`src/design/jse_pkg.sv`:
```
package jse_pkg;

  // ------------------------------------------------------------
  // Register map (word offsets, byte address = 4 x index)
  // ------------------------------------------------------------
  localparam logic [7:0] JSE_TPE_IDX = 8'hC7;            // test_port_enable_ctrl
  localparam logic [7:0] JSE_STAT_IDX = 8'hC8;           // status readback
  localparam logic [7:0] JSE_PROT_IDX = 8'hC9;           // sector protect bits
  localparam logic [7:0] JSE_SEC_IDX = 8'hCA;            // security bit
  localparam int JSE_TPE_EN_BIT = 0;
  localparam logic [7:0] JSE_TPE_RST = 8'h00;
  localparam logic [31:0] JSE_ZERO32 = 32'h0000_0000;

  // ------------------------------------------------------------
  // Serial command codes (8-bit instruction register)
  // ------------------------------------------------------------
  localparam int JSE_IR_W = 8;
  localparam logic [7:0] JSE_CMD_ENTER = 8'h10;          // config_mode_enter_cmd
  localparam logic [7:0] JSE_CMD_EXIT = 8'h11;           // config_mode_exit_cmd
  localparam logic [7:0] JSE_CMD_CLEAR = 8'h12;          // error_clear_cmd
  localparam logic [7:0] JSE_CMD_CHIP_ERASE = 8'h20;
  localparam logic [7:0] JSE_CMD_SECT_ERASE = 8'h21;
  localparam logic [7:0] JSE_CMD_PROGRAM = 8'h22;
  localparam logic [7:0] JSE_CMD_VERIFY = 8'h23;
  localparam logic [7:0] JSE_CMD_READ = 8'h24;
  localparam logic [7:0] JSE_CMD_IDLE = 8'h00;
  // Option bits carried in the low nibble of the enter data byte
  localparam int JSE_OPT_EXT_BIT = 0;                    // enable status/error pins
  localparam int JSE_OPT_OD_BIT = 1;                     // open-drain drive
  localparam logic [7:0] JSE_ALL_ONES = 8'hFF;           // secured content reads and read capture reset value

  // TAP states
  typedef enum logic [3:0] {
    JSE_RESET, JSE_IDLE, JSE_SEL_DR, JSE_CAP_DR, JSE_SH_DR, JSE_EX1_DR, JSE_PA_DR,
    JSE_EX2_DR, JSE_UPD_DR, JSE_SEL_IR, JSE_CAP_IR, JSE_SH_IR, JSE_EX1_IR, JSE_PA_IR,
    JSE_EX2_IR, JSE_UPD_IR
  } jse_tap_e;

endpackage

```
`src/design/jse_sync.sv`:
```
`timescale 1ns/100ps
// ------------------------------------------------------------
// Two-stage synchroniser for pin inputs
// ------------------------------------------------------------
module jse_sync #(
  parameter int W = 1
) (
  input wire logic clk,
  input wire logic rst,
  input wire logic [W-1:0] d,
  output logic [W-1:0] q
);
  logic [W-1:0] s1_q;

  // First stage is read only by the second
  always_ff @(posedge clk or posedge rst) begin
    if (rst) begin
      s1_q <= '0;
      q <= '0;
    end else begin
      s1_q <= d;
      q <= s1_q;
    end
  end
endmodule // jse_sync

```
`src/design/jse_top.sv`:
```
`timescale 1ns/100ps
// Functional notes
// - Extensions turn on only after enter command
// - Flash error drives error pin low
// - Error holds until clear or reset-after-exit
// - Status high while both arrays readable
// - Status low during program, erase, secondary write
// - Enter option selects open-drain extension drive
// - Secured device refuses every content read
// - Secured: only full chip erase accepted
// - Chip erase completion clears security
// - Protected sectors reject erase
// - Blank state: memory ones, config zeros
// - Enable register bit 0 switches port
// - Dedicated pins ignore chip reset
// - Register-enabled port aborted by chip reset
// - Port on if dedicate, register, or term
// - Enable register at C7h, reset clears
// - Data out driven only after enter command
module jse_top #(
  parameter int SECTORS = 12
) (
  input wire logic clk,
  input wire logic rst,
  // Wishbone classic slave
  input wire logic wb_cyc_i,
  input wire logic wb_stb_i,
  input wire logic wb_we_i,
  input wire logic [9:0] wb_adr_i,
  input wire logic [3:0] wb_sel_i,
  input wire logic [31:0] wb_dat_i,
  output logic [31:0] wb_dat_o,
  output logic wb_ack_o,
  // Device level inputs
  input wire logic chip_reset,
  input wire logic nvm_dedicate,
  input wire logic pin_enable_term,
  // Flash engine interface
  input wire logic flash_busy,
  input wire logic sec_write_busy,
  input wire logic flash_fail,
  input wire logic flash_done,
  output logic [jse_pkg::JSE_IR_W-1:0] flash_cmd,
  output logic [7:0] flash_arg,
  output logic flash_start,
  // Serial test pins
  input wire logic tck_pin,
  input wire logic tms_pin,
  input wire logic tdi_pin,
  output logic tdo_o,
  output logic tdo_oe,
  output logic port_active,
  // Extension pins, shared with general I/O
  input wire logic gpio_stat_o,
  input wire logic gpio_stat_oe,
  input wire logic gpio_err_o,
  input wire logic gpio_err_oe,
  output logic flash_status_out,
  output logic flash_status_oe,
  output logic flash_error_out,
  output logic flash_error_oe
);
  import jse_pkg::*;

  // ------------------------------------------------------------
  // Pin synchronisation and test clock edge detect
  // ------------------------------------------------------------
  logic [2:0] pins_s;
  logic tck_d_q;
  logic tck_rise;
  logic tck_fall;

  jse_sync #(.W(3)) u_sync (
    .clk(clk),
    .rst(rst),
    .d({tck_pin, tms_pin, tdi_pin}),
    .q(pins_s)
  );

  // Remember last synced test clock for edges
  always_ff @(posedge clk or posedge rst) begin
    if (rst) begin
      tck_d_q <= 1'b0;
    end else begin
      tck_d_q <= pins_s[2];
    end
  end
  assign tck_rise = pins_s[2] & ~tck_d_q;
  assign tck_fall = ~pins_s[2] & tck_d_q;

  // ------------------------------------------------------------
  // Register file
  // ------------------------------------------------------------
  logic [7:0] tpe_q;
  logic [SECTORS-1:0] prot_q;
  logic secure_q;
  logic wb_req;
  logic [7:0] wb_idx;
  logic port_on;
  logic port_hold;
  logic cfg_q;
  logic ext_en_q;
  logic od_q;
  logic err_q;
  logic exit_seen_q;
  logic chip_rst_s;
  logic [7:0] read_q;
  logic wb_wr;

  // Request taken while no ack is out; writes land on the edge that samples ack
  assign wb_req = wb_cyc_i & wb_stb_i & ~wb_ack_o;
  assign wb_wr = wb_cyc_i & wb_stb_i & wb_we_i & wb_ack_o;
  assign wb_idx = wb_adr_i[9:2];

  // Ack one cycle after request, drops next cycle
  always_ff @(posedge clk or posedge rst) begin
    if (rst) begin
      wb_ack_o <= 1'b0;
    end else begin
      wb_ack_o <= wb_req;
    end
  end

  // Enable register; a chip reset clears it
  always_ff @(posedge clk or posedge rst) begin
    if (rst) begin
      tpe_q <= JSE_TPE_RST;
    end else if (chip_rst_s) begin
      tpe_q <= JSE_TPE_RST;
    end else if (wb_wr && wb_sel_i[0] && wb_idx == JSE_TPE_IDX) begin
      tpe_q <= wb_dat_i[7:0]; // upper bits stored as written
    end
  end

  // Protect and security bits stand in for the nonvolatile configuration
  always_ff @(posedge clk or posedge rst) begin
    if (rst) begin
      prot_q <= '0;
    end else if (wb_wr && wb_idx == JSE_PROT_IDX) begin
      prot_q <= wb_dat_i[SECTORS-1:0];
    end
  end

  // Completed chip erase unsecures the part; erase wins over a write
  always_ff @(posedge clk or posedge rst) begin
    if (rst) begin
      secure_q <= 1'b0;
    end else if (flash_done && flash_cmd == JSE_CMD_CHIP_ERASE) begin
      secure_q <= 1'b0;
    end else if (wb_wr && wb_sel_i[0] && wb_idx == JSE_SEC_IDX) begin
      secure_q <= wb_dat_i[0];
    end
  end

  // Read mux; unmapped offsets answer zero
  always_ff @(posedge clk or posedge rst) begin
    if (rst) begin
      wb_dat_o <= JSE_ZERO32;
    end else if (wb_req && !wb_we_i) begin
      case (wb_idx)
        JSE_TPE_IDX: wb_dat_o <= {24'h000000, tpe_q};
        JSE_STAT_IDX: wb_dat_o <= {26'h0, port_on, secure_q, err_q, od_q, ext_en_q, cfg_q};
        JSE_PROT_IDX: wb_dat_o <= {{(32 - SECTORS){1'b0}}, prot_q};
        JSE_SEC_IDX: wb_dat_o <= {31'h0, secure_q};
        default: wb_dat_o <= JSE_ZERO32;
      endcase
    end
  end

  // ------------------------------------------------------------
  // Port enable and reset interaction
  // ------------------------------------------------------------
  logic rst_pipe_q;

  // Chip reset pin is asynchronous to clk
  always_ff @(posedge clk or posedge rst) begin
    if (rst) begin
      rst_pipe_q <= 1'b0;
      chip_rst_s <= 1'b0;
    end else begin
      rst_pipe_q <= chip_reset;
      chip_rst_s <= rst_pipe_q;
    end
  end

  assign port_on = nvm_dedicate | tpe_q[JSE_TPE_EN_BIT] | pin_enable_term;
  // Any enable without the dedicate pin (register or term) is abortable by chip reset
  assign port_hold = ~port_on | (chip_rst_s & ~nvm_dedicate);
  assign port_active = port_on;

  // ------------------------------------------------------------
  // TAP controller, stepped on synced test clock rises
  // ------------------------------------------------------------
  jse_tap_e tap_q;
  jse_tap_e tap_d;
  logic [JSE_IR_W-1:0] ir_sh_q;
  logic [JSE_IR_W-1:0] ir_q;
  logic [7:0] dr_sh_q;

  always_comb begin
    tap_d = tap_q;
    case (tap_q)
      JSE_RESET: tap_d = pins_s[1] ? JSE_RESET : JSE_IDLE;
      JSE_IDLE: tap_d = pins_s[1] ? JSE_SEL_DR : JSE_IDLE;
      JSE_SEL_DR: tap_d = pins_s[1] ? JSE_SEL_IR : JSE_CAP_DR;
      JSE_CAP_DR: tap_d = pins_s[1] ? JSE_EX1_DR : JSE_SH_DR;
      JSE_SH_DR: tap_d = pins_s[1] ? JSE_EX1_DR : JSE_SH_DR;
      JSE_EX1_DR: tap_d = pins_s[1] ? JSE_UPD_DR : JSE_PA_DR;
      JSE_PA_DR: tap_d = pins_s[1] ? JSE_EX2_DR : JSE_PA_DR;
      JSE_EX2_DR: tap_d = pins_s[1] ? JSE_UPD_DR : JSE_SH_DR;
      JSE_UPD_DR: tap_d = pins_s[1] ? JSE_SEL_DR : JSE_IDLE;
      JSE_SEL_IR: tap_d = pins_s[1] ? JSE_RESET : JSE_CAP_IR;
      JSE_CAP_IR: tap_d = pins_s[1] ? JSE_EX1_IR : JSE_SH_IR;
      JSE_SH_IR: tap_d = pins_s[1] ? JSE_EX1_IR : JSE_SH_IR;
      JSE_EX1_IR: tap_d = pins_s[1] ? JSE_UPD_IR : JSE_PA_IR;
      JSE_PA_IR: tap_d = pins_s[1] ? JSE_EX2_IR : JSE_PA_IR;
      JSE_EX2_IR: tap_d = pins_s[1] ? JSE_UPD_IR : JSE_SH_IR;
      JSE_UPD_IR: tap_d = pins_s[1] ? JSE_SEL_DR : JSE_IDLE;
      default: tap_d = JSE_RESET;
    endcase
  end

  // Held in reset state while the port is off or aborted
  always_ff @(posedge clk or posedge rst) begin
    if (rst) begin
      tap_q <= JSE_RESET;
    end else if (port_hold) begin
      tap_q <= JSE_RESET;
    end else if (tck_rise) begin
      tap_q <= tap_d;
    end
  end

  // Instruction and data shift registers
  always_ff @(posedge clk or posedge rst) begin
    if (rst) begin
      ir_sh_q <= JSE_CMD_IDLE;
      ir_q <= JSE_CMD_IDLE;
      dr_sh_q <= 8'h00;
    end else if (port_hold) begin
      ir_q <= JSE_CMD_IDLE;
    end else if (tck_rise) begin
      case (tap_q)
        JSE_CAP_IR: ir_sh_q <= JSE_CMD_IDLE;
        JSE_SH_IR: ir_sh_q <= {pins_s[0], ir_sh_q[JSE_IR_W-1:1]};
        JSE_UPD_IR: ir_q <= ir_sh_q;
        JSE_CAP_DR: dr_sh_q <= read_q;
        JSE_SH_DR: dr_sh_q <= {pins_s[0], dr_sh_q[7:1]};
        default: ir_sh_q <= ir_sh_q;
      endcase
    end
  end

  // ------------------------------------------------------------
  // Command execution at data update
  // ------------------------------------------------------------
  logic upd;
  logic allowed;
  assign upd = tck_rise & ~port_hold & (tap_q == JSE_UPD_DR);
  // Secured parts accept only chip erase protected sectors refuse erase
  assign allowed = (!secure_q || ir_q == JSE_CMD_CHIP_ERASE) &&
                   !(ir_q == JSE_CMD_SECT_ERASE && dr_sh_q < 8'(SECTORS) &&
                     prot_q[dr_sh_q[3:0]]);

  // Config mode and extension options
  always_ff @(posedge clk or posedge rst) begin
    if (rst) begin
      cfg_q <= 1'b0;
      ext_en_q <= 1'b0;
      od_q <= 1'b0;
    end else if (port_hold) begin
      cfg_q <= 1'b0;
      ext_en_q <= 1'b0;
      od_q <= 1'b0;
    end else if (upd && ir_q == JSE_CMD_ENTER) begin
      cfg_q <= 1'b1;
      ext_en_q <= dr_sh_q[JSE_OPT_EXT_BIT];
      od_q <= dr_sh_q[JSE_OPT_OD_BIT];
    end else if (upd && ir_q == JSE_CMD_EXIT) begin
      cfg_q <= 1'b0;
    end
  end

  // Flash command launch, one-cycle start pulse
  always_ff @(posedge clk or posedge rst) begin
    if (rst) begin
      flash_start <= 1'b0;
      flash_cmd <= JSE_CMD_IDLE;
      flash_arg <= 8'h00;
    end else begin
      flash_start <= 1'b0;
      if (upd && cfg_q && allowed && ir_q >= JSE_CMD_CHIP_ERASE &&
          ir_q <= JSE_CMD_VERIFY) begin
        flash_start <= 1'b1;
        flash_cmd <= ir_q;
        flash_arg <= dr_sh_q;
      end
    end
  end

  // Read capture; secured content reads as ones, otherwise the error flag in bit 0
  always_ff @(posedge clk or posedge rst) begin
    if (rst) begin
      read_q <= JSE_ALL_ONES;
    end else if (ir_q == JSE_CMD_READ) begin
      read_q <= secure_q ? JSE_ALL_ONES : {7'h00, err_q};
    end else begin
      read_q <= {6'h00, err_q, ~(flash_busy | sec_write_busy)};
    end
  end

  // ------------------------------------------------------------
  // Error latch; a new failure wins over a clear
  // ------------------------------------------------------------
  always_ff @(posedge clk or posedge rst) begin
    if (rst) begin
      err_q <= 1'b0;
      exit_seen_q <= 1'b0;
    end else begin
      if (upd && ir_q == JSE_CMD_EXIT) begin
        exit_seen_q <= 1'b1;
      end else if (upd && ir_q == JSE_CMD_ENTER) begin
        exit_seen_q <= 1'b0;
      end
      if (flash_fail) begin
        err_q <= 1'b1;
      end else if ((upd && ir_q == JSE_CMD_CLEAR) || (chip_rst_s && exit_seen_q)) begin
        err_q <= 1'b0;
      end
    end
  end

  // ------------------------------------------------------------
  // Pin drive
  // ------------------------------------------------------------
  logic stat_lvl;
  assign stat_lvl = ~(flash_busy | sec_write_busy);

  always_ff @(posedge clk or posedge rst) begin
    if (rst) begin
      tdo_o <= 1'b0;
      tdo_oe <= 1'b0;
    end else begin
      if (tck_fall) begin
        tdo_o <= (tap_q == JSE_SH_IR) ? ir_sh_q[0] : dr_sh_q[0];
      end
      tdo_oe <= cfg_q && !port_hold && (tap_q == JSE_SH_DR || tap_q == JSE_SH_IR);
    end
  end

  // Extensions or general I/O; open drain only drives low
  always_ff @(posedge clk or posedge rst) begin
    if (rst) begin
      flash_status_out <= 1'b0;
      flash_status_oe <= 1'b0;
      flash_error_out <= 1'b0;
      flash_error_oe <= 1'b0;
    end else if (ext_en_q) begin
      flash_status_out <= stat_lvl;
      flash_status_oe <= od_q ? ~stat_lvl : 1'b1;
      flash_error_out <= ~err_q;
      flash_error_oe <= od_q ? err_q : 1'b1;
    end else begin
      flash_status_out <= gpio_stat_o;
      flash_status_oe <= gpio_stat_oe;
      flash_error_out <= gpio_err_o;
      flash_error_oe <= gpio_err_oe;
    end
  end

  // ------------------------------------------------------------
  // Assertions
  // ------------------------------------------------------------
  a_err_on_fail: assert property (@(posedge clk) disable iff (rst)
    flash_fail ##1 ext_en_q |=> (flash_error_out == 1'b0))
    else $error("error pin not low after failure");
  a_err_holds: assert property (@(posedge clk) disable iff (rst)
    (err_q && !(upd && ir_q == JSE_CMD_CLEAR) && !chip_rst_s) |=> err_q)
    else $error("error flag dropped without clear");
  a_stat_busy: assert property (@(posedge clk) disable iff (rst)
    (ext_en_q && flash_busy) ##1 ext_en_q |-> !flash_status_out)
    else $error("status high while busy");
  a_ext_gated: assert property (@(posedge clk) disable iff (rst)
    $rose(ext_en_q) |-> cfg_q)
    else $error("extensions on without enter");
  a_secure_only: assert property (@(posedge clk) disable iff (rst)
    (flash_start && secure_q) |-> flash_cmd == JSE_CMD_CHIP_ERASE)
    else $error("command accepted while secured");
  a_port_or: assert property (@(posedge clk) disable iff (rst)
    port_active == (nvm_dedicate | tpe_q[JSE_TPE_EN_BIT] | pin_enable_term))
    else $error("port enable not the OR of sources");
  a_tdo_quiet: assert property (@(posedge clk) disable iff (rst)
    !$past(cfg_q) |-> !tdo_oe)
    else $error("data out driven before enter");
  a_reg_reset: assert property (@(posedge clk) disable iff (rst)
    chip_rst_s |=> tpe_q == JSE_TPE_RST)
    else $error("enable register survived reset");
  a_tap_abort: assert property (@(posedge clk) disable iff (rst)
    (chip_rst_s && !nvm_dedicate) |=> tap_q == JSE_RESET)
    else $error("operation not aborted by reset");
endmodule // jse_top

```
`config.mk`:
```
export PLATFORM = sky130hd
export DESIGN_NAME = jse_top
export DESIGN_NICKNAME = d
export VERILOG_FILES = /design/src/design/jse_pkg.sv /design/src/design/jse_sync.sv /design/src/design/jse_top.sv
export SDC_FILE = /design/constraint.sdc
export NUM_CORES = 1
export LEC_CHECK = 0
export BUFFER_PORTS_ARGS = -buffer_cell sky130_fd_sc_hd__buf_2
export CAP_MARGIN = 20
export CORE_UTILIZATION = 49
export CTS_CLUSTER_SIZE = 10
export DETAILED_ROUTE_END_ITERATION = 12
export PLACE_DENSITY = 0.83
export SLEW_MARGIN = 20
export SYNTH_ARGS = -nofsm -noshare
export SYNTH_HDL_FRONTEND = slang
export SYNTH_HIERARCHICAL = 1
export SYNTH_SLANG_ARGS = --single-unit
```
`constraint.sdc`:
```
create_clock -name clk -period 3.45 [get_ports clk]
set_clock_uncertainty 0.15 [all_clocks]
set_input_delay 0.5175 -clock clk [delete_from_list [all_inputs] [get_ports clk]]
set_output_delay 0.5175 -clock clk [all_outputs]
set_load 0.1 [all_outputs]
```
[Word-level counts from Yosys, hierarchy flattened]
Cells that the tools add are included.
Cells by class
  order comparisons: 4
  equality and inequality tests: 26
  mux-type cells: 48
  bitwise operators: 21
  reduce and logical (&&, ||, !) cells: 43
Operators by type and width (number)
  2-to-1 mux 8 bit: 7
  case mux 12 bit (4 select lines): 1
  case mux 4 bit (12 select lines): 1
  equality test 4 bit, second input constant: 8
  equality test 8 x 6 -> 1 bit, second input constant: 4
  equality test 8 bit, second input constant: 4
  case mux 8 bit (2 select lines): 2
  2-to-1 mux 1 bit: 25
  equality test 8 x 5 -> 1 bit, second input constant: 3
  2-to-1 mux 4 bit: 6
  logical AND 1 bit: 19
  nonzero test 2 bit: 9
  equality test 4 x 3 -> 1 bit, second input constant: 4
  bitwise AND 1 bit: 9
  equality test 4 x 2 -> 1 bit, second input constant: 2
  greater-or-equal comparator 8 x 6 -> 1 bit, second input constant: 1
  <= comparator 8 x 6 -> 1 bit, second input constant: 1
  < comparator 8 x 4 -> 1 bit, second input constant: 1
  inverter 1 bit: 8
  2-to-1 mux 2 bit: 3
  2-to-1 mux 3 bit: 2
  AND reduction 3 bit: 2
  < comparator 4 x 5 -> 1 bit, second input constant: 1
  binary-select mux 1 bit (select 4 bit): 1
  other kinds (9): 18
Word-level totals
  bits in registers: 127
  input port bits: 65
  output and inout bits: 57
  logic and storage cells: 171

[Logic depth before layout (Yosys ltp)]
Gate-level depths: netlist of run 1.
  depth after elaboration: 12
  mapped depth: 8
  depth with buffers taken out: 5

[Cells and area by module]
Netlist of run 1, hierarchy kept.
By module, submodules not included
  jse_top: instances 1, cells an instance 403, area an instance 4444.3 µm², seq. area each 2406.1 µm²
  jse_sync: instances 1, cells an instance 7, area an instance 153.9 µm², seq. area each 150.1 µm²

[Least setup slack after synthesis of run 1]
Ideal clock, no wire load.
  path type: register to register
  start point: register wb_ack_o
  end point: register prot_q[0]
  library setup time: 125 ps
  data arrival time: 2223 ps
  setup slack: 952 ps
  cell stages (with the launch flop): 6
  cell sequence: dfrtp_1 -> nand2_1 -> nor3_1 -> and2_1 -> clkbuf_1 -> mux2_2
On the way
  longest elaborated chain between the ends: 2
RTL lines
  start: declaration: RTL line jse_top.sv:33  | output logic wb_ack_o,
  start signal: assignment: RTL line jse_top.sv:120  | wb_ack_o <= wb_req;
  bitwise AND 1 bit: RTL line jse_top.sv:112  | assign wb_wr = wb_cyc_i & wb_stb_i & wb_we_i & wb_ack_o;
  logical AND 1 bit: RTL line jse_top.sv:139  | end else if (wb_wr && wb_idx == JSE_PROT_IDX) begin
  end signal: assignment: RTL line jse_top.sv:140  | prot_q <= wb_dat_i[SECTORS-1:0];
  end: declaration: RTL line jse_top.sv:95  | logic [SECTORS-1:0] prot_q;
Every way passes these cells.
A chain may end at the register's enable or synchronous reset.

[Worst setup path after layout of run 1]
  start point: register tap_q[0]
  end point: register flash_arg[0]
On the way
  longest elaborated chain between the ends: 6
RTL lines
  start: declaration: RTL line jse_top.sv:194  | jse_tap_e tap_q;
  start signal: assignment: RTL line jse_top.sv:230  | tap_q <= tap_d;
  equality test 4 bit: RTL line jse_top.sv:259  | assign upd = tck_rise & ~port_hold & (tap_q == JSE_UPD_DR);
  bitwise AND 1 bit: RTL line jse_top.sv:259
  logical AND 1 bit (4 in series): RTL line jse_top.sv:292  | if (upd && cfg_q && allowed && ir_q >= JSE_CMD_CHIP_ERASE &&
  end signal: assignment: RTL line jse_top.sv:296  | flash_arg <= dr_sh_q;
  end: declaration: RTL line jse_top.sv:44  | output logic [7:0] flash_arg,
Every way passes these cells.

==> flow_metrics.env, run 1 <==
export IMPL_outcome="finished, final reports clean"
export IMPL_cp_num_buf_inv=0
export IMPL_wl_per_cell_um=16.6
export IMPL_syn_avg_cell_area_um2=11.2
export IMPL_syn_inst=410
export IMPL_grt_antenna_before_repair=0
export IMPL_ys_ff_latch=102
export IMPL_synth_edf_count=0
export IMPL_drt_iter0_markers=236
export IMPL_yosysTopAreaCellShare_pct=53.9
export IMPL_tns_ns=0
export IMPL_hold_end="u_sync/s1_q[0]"
export IMPL_post_cts_buffers=0
export IMPL_fp_coreArea_um2=8890
export IMPL_cap_violations=0
export IMPL_grtUsageMet1_pct=27.7
export IMPL_yosys_warnings=6
export IMPL_crit_family="simple AND/OR/NAND/NOR gates"
export IMPL_slowest_delay_ns=0.60
export IMPL_initial_core_util_pct=51.7
export IMPL_worstPathArrival_ns=2.83
export IMPL_cts_root_buffer="clkbuf_8"
export IMPL_fp_dieArea_um2=9780
export IMPL_fill_cells=720
export IMPL_syn_area_um2=4600
export IMPL_worstHoldPathCells=1
export IMPL_cts_tree="done"
export IMPL_swShare_pct=26.4
export IMPL_instances_no_fill=597
export IMPL_chipHeight_um=98.9
export IMPL_grt_busiest_layer="met2"
export IMPL_nNetsFinal=549
export IMPL_internal_power_mw=1.82
export IMPL_seqPwrFrac_pct=50.2
export IMPL_critical_path_class="flop to flop"
export IMPL_die_x_um=98.9
export IMPL_synthArstFlopShare_pct=100
export IMPL_io_pins=122
export IMPL_r2r_slack_ns=0.73
export IMPL_gp_congestion=0.861
export IMPL_synth_top_cells_by_count="dfrtp_1, nand2_1, a22o_1"
export IMPL_cpMaxStageDelayCell="or4b_4"
export IMPL_dp_cells=580
export IMPL_hold_violations=0
export IMPL_grt_start_max_net_pins=45
export IMPL_grtUsageMet2_pct=34.8
export IMPL_cts_buffers=9
export IMPL_area_delta_synth_final_pct=14.3
export IMPL_clk_path_buf_depth=2
export IMPL_io_buffers=76
export IMPL_layout_drive_gt1_share_pct=28.0
export IMPL_via_count=3440
export IMPL_grt_pass1_wl_mm=16.3
export IMPL_final_util_pct=59.1
export IMPL_drt_total_wl_mm=9.93
export IMPL_ir_drop_mv=0.310
export IMPL_drv_slew=0
export IMPL_critPathLaunchType="flop"
export IMPL_cp_required_ns=3.56
export IMPL_rsz0062_at_grt="false"
export IMPL_slew_headroom_pct=43.7
export IMPL_htree_levels=3
export IMPL_period_share_pct=78.9
export IMPL_clock_sinks=102
export IMPL_clkSlewWorstSetupHoldPaths_ns=0.09
export IMPL_dp_hpwl_mm=7.10
export IMPL_clock_latency_ns=0.37
export IMPL_cp_end_kind="flop"
export IMPL_power_density_nw_per_um2=470
export IMPL_worstMarginPinSlew_ns=0.836
export IMPL_fmax_mhz=367
export IMPL_cts_hold_buf=1
export IMPL_hp_class="primary input to flop"
export IMPL_yosysMostFrequentCell="dfrtp_1"
export IMPL_multi_input_area_um2=1830
export IMPL_r2r_end="flash_arg[0]"
export IMPL_firstDrtPassIters=4
export IMPL_clock_power_share_pct=39.6
export IMPL_synth_area_leaders="dfrtp_1, a22o_1, mux2_2, buf_4, o21ai_0"
export IMPL_cts_resized=0
export IMPL_register_area_um2=2560
export IMPL_grt_overflow_total=0
export IMPL_period_minus_slack_ns=2.72
export IMPL_rr_worst_depth=4
export IMPL_pwr_share_comb_pct=10.3
export IMPL_path_max_fanout=18
export IMPL_rows=34
export IMPL_regToRegStartpoint="tap_q[0]"
export IMPL_leakage_nw=2.57
export IMPL_synthFlopType="dfrtp_1"
export IMPL_seq_area_frac_synth_pct=55.6
export IMPL_grt_pass1_vias=3348
export IMPL_synth_area_leader_cell="dfrtp_1"
export IMPL_drc=0
export IMPL_setup_viol_count_final=0
export IMPL_via_per_inst=5.76
export IMPL_p_sw_mw=0.652
export IMPL_whs_ns=0.0976
export IMPL_synth_distinct_cells=54
export IMPL_path_cells="or4b_4, or4_4, a21o_1, mux2_4"
export IMPL_antennaDiodeCount=0
export IMPL_ant_nets=0
export IMPL_grt_usage_pct=21.4
export IMPL_met3_usage_pct=4.40
export IMPL_min_from="tdi_pin"
-- final cells by class --
class | count | area share (%)
clock buffers | 9 | 2.36
flip-flops and latches | 102 | 48.6
multi-input cells | 279 | 34.8
inverters | 10 | 0.738
well taps | 108 | 2.57
repair buffers | 82 | 8.14
clock inverters | 7 | 2.76
-- how the worst max path moves through the flow --
stage              from      endpoint  slack, ns  cells after the start
6_report       tap_q[0]  flash_arg[0]       0.73                      4
4_1_cts        tap_q[0]  flash_arg[0]       0.76                      4
3_3_place_gp   tap_q[0]  flash_arg[7]       0.82                      4
3_5_place_dp   tap_q[0]  flash_arg[7]       0.76                      4
2_1_floorplan       rst         cfg_q       0.28                      1
5_1_grt        tap_q[0]          od_q       0.55                      5
-- metrics by stage --
step / cell area [um2] / setup slack (ns) / total power, mW
global route: 5260 / 0.554 / 2.55
finish: 5260 / 0.729 / 2.47
CTS: 5260 / 0.758 / 2.48
floorplan: 4670 / 0.282 / 1.48
global placement: 4980 / 0.816 / 1.51
detailed placement: 4980 / 0.765 / 1.52
-- cells in the final DEF (no fill, tap or decap), types with 2 or more instances in the layout --
cell / n
dfrtp_1: 99
buf_2: 76
nand2_1: 35
a22o_1: 30
o21ai_0: 28
nor2_1: 23
mux2_2: 22
a21oi_1: 21
conb_1: 20
inv_1: 9
and2_1: 9
clkbuf_8: 9
a22oi_1: 7
mux2i_1: 7
nand3_1: 7
nand2b_1: 6
a31oi_1: 5
buf_4: 5
a21o_1: 4
or3_1: 4
nor3_1: 4
bufinv_16: 4
nor2b_1: 3
nand4_1: 3
nor4_1: 3
nor4bb_1: 3
or2_2: 3
dfstp_2: 3
and4b_1: 2
nand4b_1: 2
o22ai_1: 2
o211ai_1: 2
mux2_4: 2
xor2_1: 2
-- metal layers --
layer / up-vias / part of all wire, %
li1: 1585 / -
met1: 1707 / 43
met2: 125 / 50
met3: 23 / 5.0
met4: 0 / 2.3
met5: - / 0
-- cell families after synthesis --
family	after synthesis	share of synthesized area (%)
and+or+nand+nor	117	13.9
buffers and inverters	48	6.20
muxes	32	8.05
DFF	102	55.6
xor gates and xnor gates	2	0.381
other	1	0.0816
AOI/OAI and AO/OA	108	15.8
-- registers in the layout, summed over array words and instances (netlist names), 3 cells and up --
register,flops
dr_sh_q,8
u_sync/s1_q,3
u_sync/q,3
read_q,3
ir_q,8
wb_dat_o,12
tpe_q,8
ir_sh_q,8
flash_cmd,8
tap_q,4
prot_q,12
flash_arg,8
-- power groups by stage --
stage	sequential (mW)	combinational, mW	clock (mW)
floorplan	1.28	0.204	0
CTS	1.24	0.255	0.991
global placement	1.26	0.247	0
global route	1.24	0.270	1.03
detailed placement	1.26	0.253	0
finish	1.24	0.254	0.978
(Power assumes the default switching activity.)
==> run 2: changes to the inputs <==
ABC_AREA = 1   (was unset)
CORE_UTILIZATION = 48   (was 49)
PLACE_DENSITY = 0.84   (was 0.83)
clock period = 2.4 ns   (was 3.45 ns; I/O delays follow)
==> flow_metrics.env, run 2 <==
export IMPL_hold_violations=0
export IMPL_ir_drop_mv=0.303
export IMPL_clk_path_buf_depth=2
export IMPL_clkSlewWorstSetupHoldPaths_ns=0.10
export IMPL_ant_nets=0
export IMPL_cp_required_ns=2.53
export IMPL_rows=36
export IMPL_period_share_pct=80.3
export IMPL_antennaDiodeCount=0
export IMPL_cts_root_buffer="clkbuf_8"
export IMPL_cts_resized=0
export IMPL_outcome="finished, final reports clean"
export IMPL_fmax_mhz=519
export IMPL_path_max_fanout=16
export IMPL_drv_slew=0
export IMPL_cts_tree="done"
export IMPL_grt_antenna_before_repair=0
export IMPL_synth_area_leaders="dfrtp_1, nand2_1, o21ai_0, inv_1, nand3_1"
export IMPL_grt_start_max_net_pins=35
export IMPL_internal_power_mw=2.20
export IMPL_yosysMostFrequentCell="nand2_1"
export IMPL_die_x_um=102
export IMPL_fin_ws_ns=0.472
export IMPL_cts_hold_buf=5
export IMPL_clock_power_share_pct=31.1
export IMPL_placement_cell_area_um2=5230
export IMPL_worstPathArrival_ns=2.06
export IMPL_reg_top3="prot_q: 12 flops, wb_dat_o: 12 flops"
export IMPL_grt_pass1_wl_mm=17.5
export IMPL_setup_viol_count_final=0
export IMPL_clock_sinks=102
export IMPL_area_delta_synth_final_pct=14.5
export IMPL_fp_dieArea_um2=10300
export IMPL_synth_area_leader_cell="dfrtp_1"
export IMPL_swShare_pct=29.9
export IMPL_grt_overflow_total=0
export IMPL_instances_no_fill=792
export IMPL_syn_avg_cell_area_um2=8.39
export IMPL_gp_congestion=0.888
export IMPL_hp_class="primary input to flop"
export IMPL_drc=0
export IMPL_synthArstFlopShare_pct=100
export IMPL_post_cts_buffers=0
export IMPL_critical_path_class="flop to flop"
export IMPL_grt_pass1_vias=3830
export IMPL_layout_commonest_cell="nand2_1"
export IMPL_final_cell_area_um2=5460
export IMPL_cap_violations=0
export IMPL_nNetsFinal=719
export IMPL_synth_top_cells_by_count="nand2_1, dfrtp_1, inv_1"
export IMPL_cts_buffers=9
export IMPL_cp_end_kind="flop"
export IMPL_tns_ns=0
export IMPL_drt_total_wl_mm=10.3
export IMPL_p_sw_mw=0.940
export IMPL_layout_drive_gt1_share_pct=19.6
export IMPL_power_density_nw_per_um2=576
export IMPL_io_buffers=76
export IMPL_dpl_worst_slack_ns=0.464
export IMPL_ys_ff_latch=102
export IMPL_final_util_pct=56.3
export IMPL_dp_hpwl_mm=7.80
export IMPL_period_minus_slack_ns=1.93
export IMPL_leakage_nw=2.87
export IMPL_initial_core_util_pct=49.2
export IMPL_io_pins=122
export IMPL_seqPwrFrac_pct=56.5
export IMPL_chipHeight_um=102
export IMPL_fp_coreArea_um2=9680
export IMPL_grt_usage_pct=21.9
export IMPL_fill_cells=854
export IMPL_dp_cells=771
export IMPL_drt_iter0_markers=289
export IMPL_via_count=4050
export IMPL_firstDrtPassIters=5
export IMPL_wl_per_cell_um=13.0
export IMPL_htree_levels=3
export IMPL_syn_inst=568
export IMPL_critPathLaunchType="flop"
export IMPL_seq_area_frac_synth_pct=53.6
export IMPL_synth_edf_count=0
export IMPL_final_cell_mix="nand2_1, dfrtp_1, buf_2, inv_1, o21ai_0"
export IMPL_syn_area_um2=4770
export IMPL_clock_latency_ns=0.37
export IMPL_synthFlopType="dfrtp_1"
export IMPL_via_per_inst=5.11
export IMPL_rsz0062_at_grt="false"
export IMPL_synth_distinct_cells=33
export IMPL_pwr_share_comb_pct=12.3
export IMPL_yosysTopAreaCellShare_pct=52.0
export IMPL_yosys_warnings=6
[run 2: cell count changes in the layout (fill, tap and decap cells not counted), moves of 9 or more]
cell / delta
inv_1: +53
a22o_1: -30
a21oi_1: -14
o22ai_1: +12
nand3_1: +40
mux2_2: -18
and2_1: -9
o21ai_0: +22
nand2_1: +118
nor2_1: +19
[run 2: cells by family after synthesis]
family | count (synthesis) | synth area share, %
and+or+nand+nor | 269 | 24.7
DFF | 102 | 53.6
other | 1 | 0.0787
AOI/OAI and AO/OA | 90 | 10.4
muxes | 4 | 0.945
buffers and inverters | 102 | 10.2
[run 2: area by class of cell]
| type | count | area (um2) | area share (%) |
|---|---|---|---|
| Tap cell | 133 | 166 | 3.05 |
| Clock inverter | 6 | 46.3 | 0.849 |
| Multi-Input combinational cell | 383 | 1800 | 32.9 |
| Inverter | 70 | 267 | 4.89 |
| Clock buffer | 10 | 128 | 2.34 |
| Timing Repair Buffer | 88 | 495 | 9.08 |
| Sequential cell | 102 | 2560 | 46.9 |
[run 2: per-layer routing]
| metal | wire (um) | GRT usage, % |
|---|---|---|
| met5 | 0 | 0 |
| met4 | 225 | 7.47 |
| met3 | 741 | 5.11 |
| met2 | 5020 | 36.2 |
| met1 | 4320 | 28.4 |
[run 2: power groups by stage]
stage	clock [mW]	sequential [mW]	combinational (mW)
final	0.978	1.78	0.388
after global routing	1.07	1.78	0.420
after CTS	1.00	1.78	0.391
after detailed placement	0	1.81	0.384
after global placement	0	1.81	0.377
after floorplan	0	1.85	0.275
[run 2: per-stage QoR]
step / hold WS, ns / total power [mW]
4_1_cts: 0.0574 / 3.17
6_report: 0.0507 / 3.14
5_1_grt: 0.0598 / 3.28
3_3_place_gp: 0.147 / 2.18
2_1_floorplan: 0.000959 / 2.13
3_5_place_dp: 0.157 / 2.19
[run 2: worst max-delay path, cell delays in order (launching register included)]
cell,delay (ns)
dfrtp_1,0.50
nor2_4,0.18
nand2_1,0.27
o21ai_2,0.18
inv_2,0.06
nor2_4,0.29
nand2_1,0.10
o21ai_0,0.11
[run 2: path summary, 6_finish.rpt]
| kind | start | to | slack [ns] | cells after the start |
|---|---|---|---|---|
| worst min register to register | rst_pipe_q | chip_rst_s | 0.21 | 0 |
| worst min-delay path | flash_fail | err_q | 0.05 | 3 |
| worst max register to register | tap_q[1] | dr_sh_q[2] | 0.47 | 7 |
| worst max-delay path | tap_q[1] | dr_sh_q[2] | 0.47 | 7 |
| min in group asynchronous | rst | u_sync/s1_q[1] | 0.32 | 3 |
| max in group asynchronous | rst | read_q[6] | 1.08 | 4 |
==> run 3: changes to the inputs <==
ABC_AREA = 0   (was 1)
PLACE_DENSITY = 0.85   (was 0.84)
clock period = 1.6 ns   (was 2.4 ns; I/O delays follow)
==> flow_metrics.env, run 3 (synthesis gave the netlist of run 1 again) <==
export IMPL_cts_buffers=9
export IMPL_nNetsFinal=658
export IMPL_area_delta_synth_final_pct=43.0
export IMPL_cts_root_buffer="clkbuf_8"
export IMPL_drt_total_wl_mm=12.7
export IMPL_worstMarginPinSlew_ns=0.532
export IMPL_rr_worst_depth=5
export IMPL_cts_tree="done"
export IMPL_path_max_fanout=16
export IMPL_grt_start_max_net_pins=25
export IMPL_grt_usage_pct=25.5
export IMPL_clock_sinks=102
export IMPL_initial_core_util_pct=49.8
export IMPL_multi_input_area_um2=2130
export IMPL_period_minus_slack_ns=2.35
export IMPL_ant_nets=0
export IMPL_antennaDiodeCount=0
export IMPL_register_area_um2=2560
export IMPL_worstHoldPathCells=2
export IMPL_power_density_nw_per_um2=837
export IMPL_io_buffers=76
export IMPL_dp_hpwl_mm=8.29
export IMPL_fin_ws_ns=-0.748
export IMPL_via_count=3968
export IMPL_hp_class="primary input to flop"
export IMPL_critPathLaunchType="flop"
export IMPL_grt_pass1_wl_mm=19.5
export IMPL_die_x_um=99.9
export IMPL_ir_drop_mv=0.507
export IMPL_cap_violations=0
export IMPL_clk_path_buf_depth=2
export IMPL_violations="setup timing"
export IMPL_drc=0
export IMPL_grt_antenna_before_repair=0
export IMPL_layout_commonest_cell="dfrtp_1"
export IMPL_grt_pass1_vias=3922
export IMPL_rsz0062_at_grt="true"
export IMPL_rows=35
export IMPL_drv_slew=0
export IMPL_chipHeight_um=99.9
export IMPL_layout_drive_gt1_share_pct=44.0
export IMPL_setup_viol_count_final=50
export IMPL_fp_dieArea_um2=9980
export IMPL_fmax_mhz=426
export IMPL_final_cell_mix="dfrtp_1, buf_4, buf_2, nand2_1, a22o_1"
export IMPL_slew_headroom_pct=64.5
export IMPL_critical_path_class="flop to flop"
export IMPL_total_power_mw=5.50
export IMPL_gp_congestion=0.862
export IMPL_htree_levels=3
export IMPL_firstDrtPassIters=5
export IMPL_wl_per_cell_um=17.4
export IMPL_fill_cells=606
export IMPL_cp_required_ns=1.71
export IMPL_tns_ns=-18.41
export IMPL_worstPathArrival_ns=2.46
export IMPL_period_share_pct=147
export IMPL_clkSlewWorstSetupHoldPaths_ns=0.11
export IMPL_fp_coreArea_um2=9240
export IMPL_cp_end_kind="flop"
export IMPL_io_pins=122
export IMPL_clock_latency_ns=0.38
export IMPL_drt_iter0_markers=175
export IMPL_grt_overflow_total=0
export IMPL_hold_violations=0
export IMPL_reg_top3="prot_q: 12 flops, wb_dat_o: 12 flops"
export IMPL_via_per_inst=5.46
export IMPL_outcome="complete, but fails checks"
export IMPL_leakage_nw=3.18
==> run 3: changes by cell type in the layout (fill, tap and decap cells not counted), sizes merged, moves of 12 or more <==
cell and delta:
a22o +30, nor2 -27, nand3 -42, clkbuf +16, buf +72, nand2 -122, o21ai -29, o22ai -12
inv -60, a21oi +14, mux2 +20, dlygate4sd3 +16
==> run 3: path summary, 6_finish.rpt <==
check | startpoint | end | slack, ns
min in group asynchronous | rst | u_sync/q[0] | 0.18
hold / removal | wb_dat_i[0] | prot_q[0] | 0.02
setup / recovery | tap_q[1] | flash_arg[0] | -0.75
max in group asynchronous | rst | flash_arg[5] | 0.41
setup reg to reg | tap_q[1] | flash_arg[0] | -0.75
hold reg to reg | u_sync/s1_q[1] | u_sync/q[1] | 0.21
==> run 3: through the flow <==
| step | hold slack (ns) | cell area [um2] | cells | utilization (%) | setup WS, ns |
|---|---|---|---|---|---|
| floorplan | -0.119 | 4840 | 429 | - | -0.848 |
| global placement | 0.0297 | 5720 | 674 | 61.9 | -0.701 |
| detailed placement | 0.0385 | 5720 | 674 | 61.9 | -0.712 |
| CTS | 0.000540 | 6300 | 716 | 68.2 | -0.734 |
| global route | 0.00575 | 6580 | 727 | 71.2 | -0.795 |
| finish | 0.0159 | 6580 | 727 | 71.2 | -0.748 |
==> run 3: layout make-up <==
class | instances | share of cell area [%]
clock buffers | 12 | 2.51
clock inverters | 4 | 1.50
inverters | 10 | 0.666
multi-input cells | 280 | 32.4
flip-flops and latches | 102 | 38.9
well taps | 129 | 2.45
repair buffers | 190 | 21.6
==> run 3: worst max-delay path: stages, from the launching register on <==
cell and delay, ns:
dfrtp_1 0.39, or4b_4 0.54, or4_4 0.51, a21o_1 0.20
buf_12 0.15, mux2_4 0.29
==> run 3: repair_timing <==
item                                    4_1_cts  5_1_grt
cloned                                        1        0
buffers inserted                              5       13
resized for setup                            23       55
pin swaps                                     6       31
hold buffers                                 20        1
endpoints found under the setup margin       53       76
endpoints found under the hold margin        46        1
==> run 3: per-layer routing <==
metal	up-vias	track usage (%)	wire length, um
met4	0	13.7	531
met3	43	4.25	481
met5	-	0	0
met2	140	42.7	6400
li1	1818	-	-
met1	1967	31.9	5250
==> run 3: report_power, final <==
part | internal [mW] | switching [mW] | leakage [nW]
clock network | 1.17 | 0.905 | 0.133
logic | 0.239 | 0.542 | 1.68
registers | 2.61 | 0.0283 | 1.37
total | 4.03 | 1.47 | 3.18
